$ cat src/tmc_params.svh
// register map, field positions, reset values and timing counts of the timer block
`ifndef TMC_PARAMS_SVH
`define TMC_PARAMS_SVH

// ----------------------------------------------------------------------
// register offsets (byte addresses)
// ----------------------------------------------------------------------
`define TMC_OFF_CTRL     8'h00
`define TMC_OFF_CNT_LO   8'h04
`define TMC_OFF_CNT_HI   8'h08
`define TMC_OFF_STATUS   8'h0C
`define TMC_OFF_MASK     8'h10

// ----------------------------------------------------------------------
// timer_control fields, and the overflow bit of status and mask
// ----------------------------------------------------------------------
`define TMC_B_RUN        0
`define TMC_B_CS         1
`define TMC_B_BYPASS     2
`define TMC_B_OSC_EN     3
`define TMC_B_PS_LO      4
`define TMC_B_PS_HI      5
`define TMC_B_SYSCLK     6
`define TMC_B_WIDE       7
`define TMC_B_OVF        0

// ----------------------------------------------------------------------
// reset values
// ----------------------------------------------------------------------
`define TMC_RST_BYTE     8'h00
`define TMC_RST_COUNT    16'h0000
`define TMC_COUNT_MAX    16'hFFFF

// ----------------------------------------------------------------------
// timing: instruction cycle is the core clock divided by four
// ----------------------------------------------------------------------
`define TMC_INSTR_DIV    4
`define TMC_INSTR_LAST   2'h3

`endif

$ cat src/tmc_pkg.sv
// types of the timer block: bus phase and the whole module state
package tmc_pkg;

    typedef enum logic [1:0] {
        TMC_BUS_IDLE = 2'b01,
        TMC_BUS_ACC  = 2'b10
    } tmc_bus_t;

    typedef struct packed {
        tmc_bus_t    bus;
        logic [7:0]  a_off;
        logic        a_wr;
        logic        a_sel;
        logic        hready;
        logic [31:0] hrdata;
        logic        run;
        logic        cs;
        logic        bypass;
        logic        osc_en;
        logic [1:0]  ps;
        logic        sysclk;
        logic        wide;
        logic [15:0] count;
        logic [7:0]  hbuf;
        logic [2:0]  pre;
        logic [1:0]  div;
        logic        pend;
        logic        src_prev;
        logic [1:0]  pin_s1;
        logic [1:0]  pin_s2;
        logic        status;
        logic        mask;
        logic        irq;
        logic [1:0]  pin_oe;
        logic [1:0]  pin_rd;
    } tmc_state_t;

endpackage

$ cat src/tmc_timer.sv
// sixteen bit timer/counter with prescaler, wide access buffer and ahb-lite slave
//
// Register access over AHB-Lite and the register addresses are this design's own decisions.
`timescale 1ns/10ps

`include "tmc_params.svh"

module tmc_timer (
    input  wire logic        hclk,
    input  wire logic        hresetn,
    input  wire logic        hsel,
    input  wire logic [31:0] haddr,
    input  wire logic [1:0]  htrans,
    input  wire logic        hwrite,
    input  wire logic [2:0]  hsize,
    input  wire logic [31:0] hwdata,
    input  wire logic        hready,
    output logic             hreadyout,
    output logic [31:0]      hrdata,
    output logic             hresp,
    input  wire logic [1:0]  port_pin_in,
    input  wire logic [1:0]  port_direction,
    input  wire logic        sysclk_is_lp_osc,
    input  wire logic        special_event_trig,
    output logic [1:0]       port_pin_oe,
    output logic [1:0]       port_pin_read,
    output logic             lp_osc_amp_en,
    output logic             overflow_irq
);

    // ------------------------------------------------------------------
    // state
    // ------------------------------------------------------------------
    tmc_pkg::tmc_state_t st;
    tmc_pkg::tmc_state_t next_st;

    logic       src;
    logic       edge_ext;
    logic       instr;
    logic       src_evt;
    logic       tick;
    logic       cnt_wr;
    logic       trig_ok;
    logic       ovf;
    logic       take;
    logic       acc;
    logic [2:0] pmask;
    logic [7:0] rd_byte;

    // prescale mask: ratio minus one
    function automatic logic [2:0] ps_mask(input logic [1:0] sel);
        case (sel)
            2'h0:    ps_mask = 3'h0;
            2'h1:    ps_mask = 3'h1;
            2'h2:    ps_mask = 3'h3;
            default: ps_mask = 3'h7;
        endcase
    endfunction

    // ------------------------------------------------------------------
    // next state
    // ------------------------------------------------------------------
    always_comb begin
        next_st  = st;
        rd_byte  = `TMC_RST_BYTE;
        cnt_wr   = 1'b0;
        tick     = 1'b0;
        ovf      = 1'b0;

        // pins pass two flops before use
        next_st.pin_s1 = port_pin_in;
        next_st.pin_s2 = st.pin_s1;

        // source pick: oscillator pin when it is on, else count pin
        src              = st.osc_en ? st.pin_s2[1] : st.pin_s2[0];
        next_st.src_prev = src;
        edge_ext         = src & ~st.src_prev;

        // instruction cycle enable from the core clock
        next_st.div = st.div + 2'h1;
        instr       = (st.div == `TMC_INSTR_LAST);

        // mode select: sync mode holds an edge until the next instruction cycle
        src_evt = 1'b0;
        if (!st.cs) begin
            src_evt      = instr;
            next_st.pend = 1'b0;
        end else if (st.bypass) begin
            src_evt      = edge_ext;
            next_st.pend = 1'b0;
        end else begin
            src_evt      = instr & (st.pend | edge_ext);
            next_st.pend = (st.pend | edge_ext) & ~instr;
        end
        if (!st.run) begin
            src_evt      = 1'b0;
            next_st.pend = 1'b0;
        end

        // prescaler
        pmask = ps_mask(st.ps);
        if (src_evt) begin
            if ((st.pre & pmask) == pmask) begin
                next_st.pre = 3'h0;
                tick        = 1'b1;
            end else begin
                next_st.pre = st.pre + 3'h1;
            end
        end

        // --------------------------------------------------------------
        // ahb-lite slave: one wait state, access done in the data phase
        // --------------------------------------------------------------
        take = hsel & htrans[1] & hready & (st.bus == tmc_pkg::TMC_BUS_IDLE);
        acc  = (st.bus == tmc_pkg::TMC_BUS_ACC);
        unique case (st.bus)
            tmc_pkg::TMC_BUS_IDLE: begin
                if (take) begin
                    next_st.a_off  = haddr[7:0];
                    next_st.a_wr   = hwrite;
                    next_st.a_sel  = (haddr[31:8] == 24'h000000);
                    next_st.hready = 1'b0;
                    next_st.bus    = tmc_pkg::TMC_BUS_ACC;
                end
            end
            tmc_pkg::TMC_BUS_ACC: begin
                next_st.hready = 1'b1;
                next_st.bus    = tmc_pkg::TMC_BUS_IDLE;
            end
            default: begin
                next_st.hready = 1'b1;
                next_st.bus    = tmc_pkg::TMC_BUS_IDLE;
            end
        endcase

        if (acc && st.a_sel && st.a_wr) begin
            case (st.a_off)
                `TMC_OFF_CTRL: begin
                    next_st.run    = hwdata[`TMC_B_RUN];
                    next_st.cs     = hwdata[`TMC_B_CS];
                    next_st.bypass = hwdata[`TMC_B_BYPASS];
                    next_st.osc_en = hwdata[`TMC_B_OSC_EN];
                    next_st.ps     = hwdata[`TMC_B_PS_HI:`TMC_B_PS_LO];
                    next_st.wide   = hwdata[`TMC_B_WIDE];
                end
                `TMC_OFF_CNT_LO: begin
                    next_st.count[7:0] = hwdata[7:0];
                    if (st.wide) begin
                        next_st.count[15:8] = st.hbuf;
                    end
                    next_st.pre = 3'h0;
                    cnt_wr      = 1'b1;
                end
                `TMC_OFF_CNT_HI: begin
                    if (st.wide) begin
                        next_st.hbuf = hwdata[7:0];
                    end else begin
                        next_st.count[15:8] = hwdata[7:0];
                        cnt_wr              = 1'b1;
                    end
                end
                `TMC_OFF_STATUS: next_st.status = st.status & ~hwdata[`TMC_B_OVF];
                `TMC_OFF_MASK:   next_st.mask = hwdata[`TMC_B_OVF];
                default: ;
            endcase
        end

        if (acc && st.a_sel && !st.a_wr) begin
            case (st.a_off)
                `TMC_OFF_CTRL: begin
                    rd_byte = {st.wide, st.sysclk, st.ps, st.osc_en,
                               st.bypass, st.cs, st.run};
                end
                `TMC_OFF_CNT_LO: begin
                    rd_byte = st.count[7:0];
                    if (st.wide) begin
                        next_st.hbuf = st.count[15:8];
                    end
                end
                `TMC_OFF_CNT_HI: rd_byte = st.wide ? st.hbuf : st.count[15:8];
                `TMC_OFF_STATUS: rd_byte = {7'h00, st.status};
                `TMC_OFF_MASK:   rd_byte = {7'h00, st.mask};
                default:         rd_byte = `TMC_RST_BYTE;
            endcase
            next_st.hrdata = {24'h000000, rd_byte};
        end

        // --------------------------------------------------------------
        // counter: write beats trigger, trigger beats increment
        // --------------------------------------------------------------
        // trigger is unreliable against an unsynchronised source, so it is ignored there
        trig_ok = special_event_trig & ~(st.cs & st.bypass);
        if (!cnt_wr) begin
            if (trig_ok) begin
                next_st.count = `TMC_RST_COUNT;
            end else if (tick) begin
                next_st.count = st.count + 16'h0001;
                ovf           = (st.count == `TMC_COUNT_MAX);
            end
        end

        // set wins over a coincident one-write clear
        if (ovf) begin
            next_st.status = 1'b1;
        end
        next_st.irq = next_st.status & next_st.mask;

        next_st.sysclk = sysclk_is_lp_osc;

        // running timer owns the pins: inputs, reading zero
        next_st.pin_oe = next_st.run ? 2'h0 : ~port_direction;
        next_st.pin_rd = next_st.run ? 2'h0 : st.pin_s2;
    end

    // ------------------------------------------------------------------
    // registers
    // ------------------------------------------------------------------
    always_ff @(posedge hclk or negedge hresetn) begin
        if (!hresetn) begin
            st        <= '0;
            st.bus    <= tmc_pkg::TMC_BUS_IDLE;
            st.hready <= 1'b1;
        end else begin
            st <= next_st;
        end
    end

    assign hreadyout     = st.hready;
    assign hrdata        = st.hrdata;
    assign hresp         = 1'b0;
    assign port_pin_oe   = st.pin_oe;
    assign port_pin_read = st.pin_rd;
    assign lp_osc_amp_en = st.osc_en;
    assign overflow_irq  = st.irq;

    logic wr_lo;
    logic rd_lo;
    logic wr_hi;
    assign wr_lo = acc & st.a_sel & st.a_wr & (st.a_off == `TMC_OFF_CNT_LO);
    assign rd_lo = acc & st.a_sel & ~st.a_wr & (st.a_off == `TMC_OFF_CNT_LO);
    assign wr_hi = acc & st.a_sel & st.a_wr & (st.a_off == `TMC_OFF_CNT_HI);
endmodule

$ cat config.mk
export PLATFORM = sky130hd
export DESIGN_NAME = tmc_timer
export DESIGN_NICKNAME = d
export VERILOG_FILES = /design/src/tmc_pkg.sv /design/src/tmc_timer.sv
export VERILOG_INCLUDE_DIRS = /design/src
export SDC_FILE = /design/constraint.sdc
export NUM_CORES = 1
export LEC_CHECK = 0
export ABC_AREA = 1
export BUFFER_PORTS_ARGS = -buffer_cell sky130_fd_sc_hd__buf_2
export CORE_MARGIN = 1.5
export CORE_UTILIZATION = 35
export DETAILED_ROUTE_END_ITERATION = 8
export GPL_ROUTABILITY_DRIVEN = 0
export GPL_TIMING_DRIVEN = 1
export PLACE_DENSITY = 0.65
export SYNTH_ARGS = -nofsm -noshare
export SYNTH_HDL_FRONTEND = slang
export SYNTH_SLANG_ARGS = --single-unit
$ cat constraint.sdc
create_clock -name hclk -period 1.63 [get_ports hclk]
set_input_delay 0.163 -clock hclk [delete_from_list [all_inputs] [get_ports hclk]]
set_output_delay 0.163 -clock hclk [all_outputs]
set_load 0.005 [all_outputs]
==> flow_summary.ini, run 1 <==
[status]
outcome = finished, violations left
failed_checks = negative setup slack

[detailed_routing]
drc_errors = 0
wl_per_cell_microns = 14.4
drtPass1Iterations = 6
routed_wl_microns = 12800
num_vias = 4358
vias_per_cell = 4.91
ant_nets = 0
drtIter0Drc = 369

[floorplanning]
die-area_sq_um = 13300
io_pins = 120
row_count = 40
floorplan.initialDensity_pct = 36.4
die_x_microns = 115
core-area_sq_um = 12200
die_h_microns = 115

[critical_path]
critPathMaxFanout = 8
max_stage_delay_ps = 420
worstSetupPathDepth = 11
cp_top_family = simple AND/OR/NAND/NOR gates
cp_num_buf_inv = 1
crit_end = st[40]
rr_startpoint = st[91]
critPathKind = register to register
path_cells = nor2_4 > nand3_4 > nor2_4 > buf_12 > nand2_4 > nand2_4 > nor2_2 > nor2_1 > nand2_1 > nand3_1 > nand2_1
start_kind = register
r2r_cells = 11
crit_arrival_ps = 1920
reg2reg_to = st[40]
critical_path.startpoint = st[91]
critPathRequiredTime_ps = 1840
critical-path-slowest-cell = dfrtp_1
end_kind = register
rrSetupSlack_ps = -80

[cells_and_area]
regArea_sq_um = 1750
nFillCells = 1181
multiInputGateArea_sq_um = 2360
antennaDiodeCount = 0
area_delta_synth_final_pct = 30.7
final_area_sq_um = 5790
nets = 798
layout-drive-gt1-share_pct = 30.3

[sta]
setup_slack_ps = -75.8
worst_clock_skew_ps = 6.98
finalCritPeriodShare_pct = 105
tightest_slew_ps = 497
timing_hold_violations_final = 0
final_max_slew_viol_count = 0
fin_hold_ws_ps = 28.9
rsz0062_at_grt = true
fmax_mhz = 586
slew_headroom_pct = 66.5
setup_tns_ps = -116
fin_crit_ps = 1710
finalSetupViolCount = 3

[clocking]
clockBufferDepth = 2
clk_pin_slew_ps = 60
clock-sinks = 70
htreeDepth = 3
clkLatencyLatePin_ps = 340
cts_tree = done
cts_buffers = 9
root_buffer = clkbuf_16

[power_and_ir_drop]
p_per_area_nw_per_um2 = 1140
seq_power_share_pct = 34.5
power.leakage_nw = 3.08
clkPwrFrac_pct = 31.0
power.net_switching_mw = 2.47
peakVddDrop_uv = 497
swShare_pct = 37.3
intPower_mw = 4.15
pwr-share-comb_pct = 34.5

[global_routing]
antenna_found_initial = 0
grt_max_degree = 71
grt_overflow = 0
grt_pass1_vias = 3973
grt_usage_pct = 18.6
grt_pass1_wl_microns = 19400

[synthesis]
syn-cell-area_sq_um = 4430
async_reset_ff_share_pct = 100
synth_compound_area_share_pct = 11.8
synth_cell_types = 38
avgSynthCellArea_sq_um = 7.39
ys_seq_area_share_pct = 39.6
synthMuxAreaShare_pct = 0
synthAdderAreaFrac_pct = 0.847
synth_cells = 599
synth_ff_type = dfrtp_1
synth-simple-area-share_pct = 31.2
synth_edf_count = 0
synthXorXnorAreaFrac_pct = 2.37
yosys_warnings = 0
synth_top_family_by_area = simple AND/OR/NAND/NOR gates
synth-seq-cells = 70

[placed_design]
place_area_sq_um = 5020
dp_hpwl_microns = 8870
portBuffers = 66

[hold_path]
min-delay-path-class = primary input to register
min_from = haddr[0]

[flow_run]
max_cap_viol_count = 0
-- flip-flops by register name, summed over array words and instances (netlist names) --
signal,flops
port_pin_oe,2
lp_osc_amp_en,1
hrdata,8
port_pin_read,2
next_st,2
overflow_irq,1
st,54
-- what timing repair did --
action,in CTS,in global routing
gates resized for setup,7,60
hold endpoints to repair,74,0
hold buffers,6,0
pin swaps,6,25
gates cloned,0,2
buffers inserted,4,17
setup endpoints to repair,24,32
-- per-stage QoR --
stage | std cells | utilization, % | power (mW) | worst slack (ps)
6_report | 888 | 47.6 | 6.62 | -75.8
5_1_grt | 888 | 47.6 | 6.98 | -163
4_1_cts | 870 | 44.7 | 6.29 | -15.7
3_5_place_dp | 844 | 41.3 | 4.22 | -88.7
3_3_place_gp | 844 | 41.3 | 4.15 | -20.3
2_1_floorplan | 623 | - | 3.45 | 166
-- worst min-delay path by stage --
stage               cells after the start         to  slack (ps)
global route                            3     st[86]          50
detailed placement                      2     st[86]         220
floorplan                               0  hrdata[0]        -130
finish                                  3     st[85]          30
global placement                        2     st[85]         220
CTS                                     3     st[85]          30
-- routing by layer --
metal / vias up / GRT usage [%] / part of all wire, %
met5: - / 0 / 0
met4: 0 / 7.74 / 3.1
met3: 35 / 2.30 / 6.7
met2: 199 / 30.2 / 48
met1: 2028 / 25.4 / 42
li1: 2096 / - / -
-- placed cells by master (no fill, tap or decap), types with 4 or more instances in the layout --
cell type	instances
o21ai_0	48
o21ai_1	13
nor2_2	7
nand3_2	4
nor4_1	6
buf_2	66
a21oi_2	4
a21oi_1	13
inv_2	9
nor2_1	50
nand2_4	9
xor2_1	12
inv_1	55
dlygate4sd3_1	6
buf_12	5
nand4_1	11
dfrtp_1	68
nor2_4	10
buf_6	6
clkbuf_16	9
nand2_1	158
nand3_1	21
o21ai_2	6
nand2_2	13
conb_1	25
nand3_4	6
o21a_1	4
buf_4	47
-- power groups by stage --
stage	sequential [mW]	clock, mW	combinational, mW
2_1_floorplan	2.20	0	1.25
3_3_place_gp	2.26	0	1.89
3_5_place_dp	2.27	0	1.94
4_1_cts	2.26	2.05	1.99
5_1_grt	2.31	2.15	2.52
6_report	2.29	2.05	2.28
-- cells by family after synthesis --
family          after synthesis
compound gates               95
xor+xnor                     12
fa+ha+maj                     3
buf+inv                     116
flops                        70
other cells                   1
simple gates                302
-- worst register-to-register path: stages (launching register included) --
cell and delay [ps]:
dfrtp_1 420, nor2_4 150, nand3_4 130, nor2_4 160, buf_12 150, nand2_4 60, nand2_4 110, nor2_2 50
nor2_1 120, nand2_1 70, nand3_1 80, nand2_1 70
-- area by class of cell --
type                    instances  share of cell area (%)
repair buffers                130                    15.7
flip-flops and latches         70                    30.3
clock inverters                 7                    1.36
well taps                     168                    3.63
inverters                      65                    4.26
clock buffers                   9                    3.89
multi-input cells             439                    40.8
-- cell usage after synthesis, types with 8 or more instances --
cell,count,area share [%]
a21oi_1,16,1.8
buf_4,40,6.8
o21ai_0,60,6.8
nand3_1,25,2.8
nor2_2,8,1.1
inv_2,10,0.85
nand4_1,11,1.6
nor2_1,55,4.7
inv_1,55,4.7
dfrtp_1,69,39
xor2_1,12,2.4
nand2_1,171,14
(Power assumes the default switching activity.)
==> run 2: changes to the inputs <==
--- a/config.mk
+++ b/config.mk
@@ -6,14 +6,14 @@
 export SDC_FILE = /design/constraint.sdc
 export NUM_CORES = 1
 export LEC_CHECK = 0
-export ABC_AREA = 1
+export ABC_AREA = 0
 export BUFFER_PORTS_ARGS = -buffer_cell sky130_fd_sc_hd__buf_2
 export CORE_MARGIN = 1.5
 export CORE_UTILIZATION = 35
 export DETAILED_ROUTE_END_ITERATION = 8
 export GPL_ROUTABILITY_DRIVEN = 0
 export GPL_TIMING_DRIVEN = 1
-export PLACE_DENSITY = 0.65
+export PLACE_DENSITY = 0.66
 export SYNTH_ARGS = -nofsm -noshare
 export SYNTH_HDL_FRONTEND = slang
 export SYNTH_SLANG_ARGS = --single-unit
==> run 2 against run 1 <==
  * The flow still finishes with violations (negative setup slack)
  * Register-to-register slack got worse by 390 ps
  * Global-route usage increased by 2.1 points
  * Non-clock buffer count increased by 36
  * Critical path depth decreased by 5
  * Cell count down 21%
  * Clock power down 30%
  * Via count fell by 14%
  * Combinational power decreased by 56%
  * Count of clock-buffer cells in the layout up 1
  * Hold slack gained 10 ps
==> flow_summary.ini, run 2 <==
[status]
outcome = finished, violations left
failed_checks = negative setup slack

[floorplanning]
die_h_microns = 109
floorplan.initialDensity_pct = 36.1
row_count = 38
die_x_microns = 109
die-area_sq_um = 11900
io_pins = 120
core-area_sq_um = 10900

[detailed_routing]
ant_nets = 0
num_vias = 3755
drc_errors = 0
drtIter0Drc = 282
vias_per_cell = 5.37
wl_per_cell_microns = 16.8
routed_wl_microns = 11700
drtPass1Iterations = 5

[critical_path]
rr_startpoint = st[86]
crit_arrival_ps = 2330
end_kind = register
start_kind = register
rrSetupSlack_ps = -470
critPathKind = register to register
critPathMaxFanout = 4
critPathRequiredTime_ps = 1870
reg2reg_to = st[22]
r2r_cells = 6

[clocking]
clock-sinks = 70
clk_pin_slew_ps = 80
htreeDepth = 3
cts_tree = done
cts_buffers = 9
root_buffer = clkbuf_8
clkLatencyLatePin_ps = 350
clockBufferDepth = 2

[hold_path]
whs_path_depth = 2
min_from = haddr[3]
min-delay-path-class = primary input to register
min_to = st[88]

[power_and_ir_drop]
p_per_area_nw_per_um2 = 787
peakVddDrop_uv = 539
seq_power_share_pct = 44.3
clkPwrFrac_pct = 32.7
pwr-share-comb_pct = 23.0
power.leakage_nw = 2.53
power.net_switching_mw = 1.34
swShare_pct = 30.5
intPower_mw = 3.05

[synthesis]
synth_cell_types = 56
syn-cell-area_sq_um = 3930
yosys-top-cells-area = dfrtp_1 (44%), buf_4 (7.3%), mux2i_1 (6.1%), mux2_2 (4.9%), a21oi_1 (3.6%)
synth_commonest_cells = dfrtp_1 (69), buf_4 (38), nor2_1 (36)
async_reset_ff_share_pct = 100
synth_edf_count = 0
ys_seq_area_share_pct = 44.6
synth_most_common_cell = dfrtp_1
synth_top_area_share_pct = 44.0
synth-seq-cells = 70
synth_ff_type = dfrtp_1
yosys_warnings = 0
avgSynthCellArea_sq_um = 9.72
yosys.area.top_type = dfrtp_1
synth_cells = 404

[sta]
fin_crit_ps = 2100
finalCritPeriodShare_pct = 129
fin_hold_ws_ps = 39.0
worst_clock_skew_ps = 7.20
setup_slack_ps = -465
rsz0062_at_grt = true
fmax_mhz = 477
final_max_slew_viol_count = 0
finalSetupViolCount = 48
timing_hold_violations_final = 0

[cells_and_area]
regMostFlops = st
final_common_cell = buf_4
antennaDiodeCount = 0
nets = 637
finalNonFillerCells = 699
most-common-layout-cells = buf_4 (75), dfrtp_1 (69), buf_2 (66)
fin_util_pct = 51.3
largest_reg_flops = 54
layout-drive-gt1-share_pct = 46.0
area_delta_synth_final_pct = 42.3

[global_routing]
grt_usage_pct = 20.8
grt_overflow = 0
antenna_found_initial = 0
grt_pass1_wl_microns = 18800
grt_pass1_vias = 3776
grt_max_degree = 71

[placed_design]
dp.cells = 665
portBuffers = 66
dp_hpwl_microns = 8200

[flow_run]
max_cap_viol_count = 0
-- run 2: metal layers --
layer | track usage, % | wire (microns) | vias up
met5 | 0 | 0 | -
met1 | 26.9 | 4930 | 1821
met4 | 9.12 | 428 | 0
met2 | 33.5 | 5670 | 169
li1 | - | - | 1720
met3 | 4.24 | 706 | 45
-- run 2: logic make-up after synthesis --
kind of cell / count (synthesis) / synth area share (%)
xor+xnor: 4 / 0.892
simple gates: 128 / 16.9
mux: 41 / 11.0
buf+inv: 64 / 10.1
compound gates: 93 / 15.4
flops: 70 / 44.6
fa+ha+maj: 3 / 0.956
other cells: 1 / 0.0955
-- run 2: repair_timing --
action / 4_1_cts / 5_1_grt
endpoints found under the hold margin: 74 / 0
endpoints found under the setup margin: 49 / 49
hold buffers: 6 / 0
buffers inserted: 8 / 6
resized for setup: 49 / 32
pin swaps: 23 / 13
gates cloned: 1 / 0
-- run 2: layout make-up --
cell class / instances / area (sq um)
Tap cell: 140 / 175
Multi-Input combinational cell: 295 / 2220
Inverter: 12 / 45.0
Clock buffer: 10 / 128
Fill cell: 982 / 5300
Timing Repair Buffer: 166 / 1190
Clock inverter: 6 / 70.1
Sequential cell: 70 / 1750
-- run 2: power by group through the flow --
stage / combinational (mW) / sequential (mW) / clock, mW
CTS: 0.967 / 1.94 / 1.47
floorplan: 0.523 / 1.96 / 0
global route: 1.11 / 1.96 / 1.55
detailed placement: 0.882 / 1.97 / 0
finish: 1.01 / 1.95 / 1.44
global placement: 0.869 / 1.97 / 0
-- run 2: per-stage QoR --
step	instance area (sq um)	setup WS [ps]	power [mW]	TNS (ps)
after floorplan	4100	-405	2.48	-10600
after global placement	4890	-391	2.84	-13370
after detailed placement	4890	-443	2.86	-15700
after CTS	5420	-447	4.38	-15140
after global routing	5590	-537	4.62	-19680
final	5590	-465	4.40	-15870
-- run 2: worst max-delay path, cell delays in order (launching register included) --
cell     delay, ps
dfrtp_1        390
or4_4          570
or3_4          390
nor3_4         170
buf_4          190
mux2i_1        190
a21oi_1         80
-- run 2: worst max path at each step --
stage | start | end
5_1_grt | st[86] | st[30]
3_3_place_gp | st[86] | st[31]
3_5_place_dp | st[86] | st[20]
6_report | st[86] | st[22]
4_1_cts | st[86] | st[22]
2_1_floorplan | st[86] | st[18]
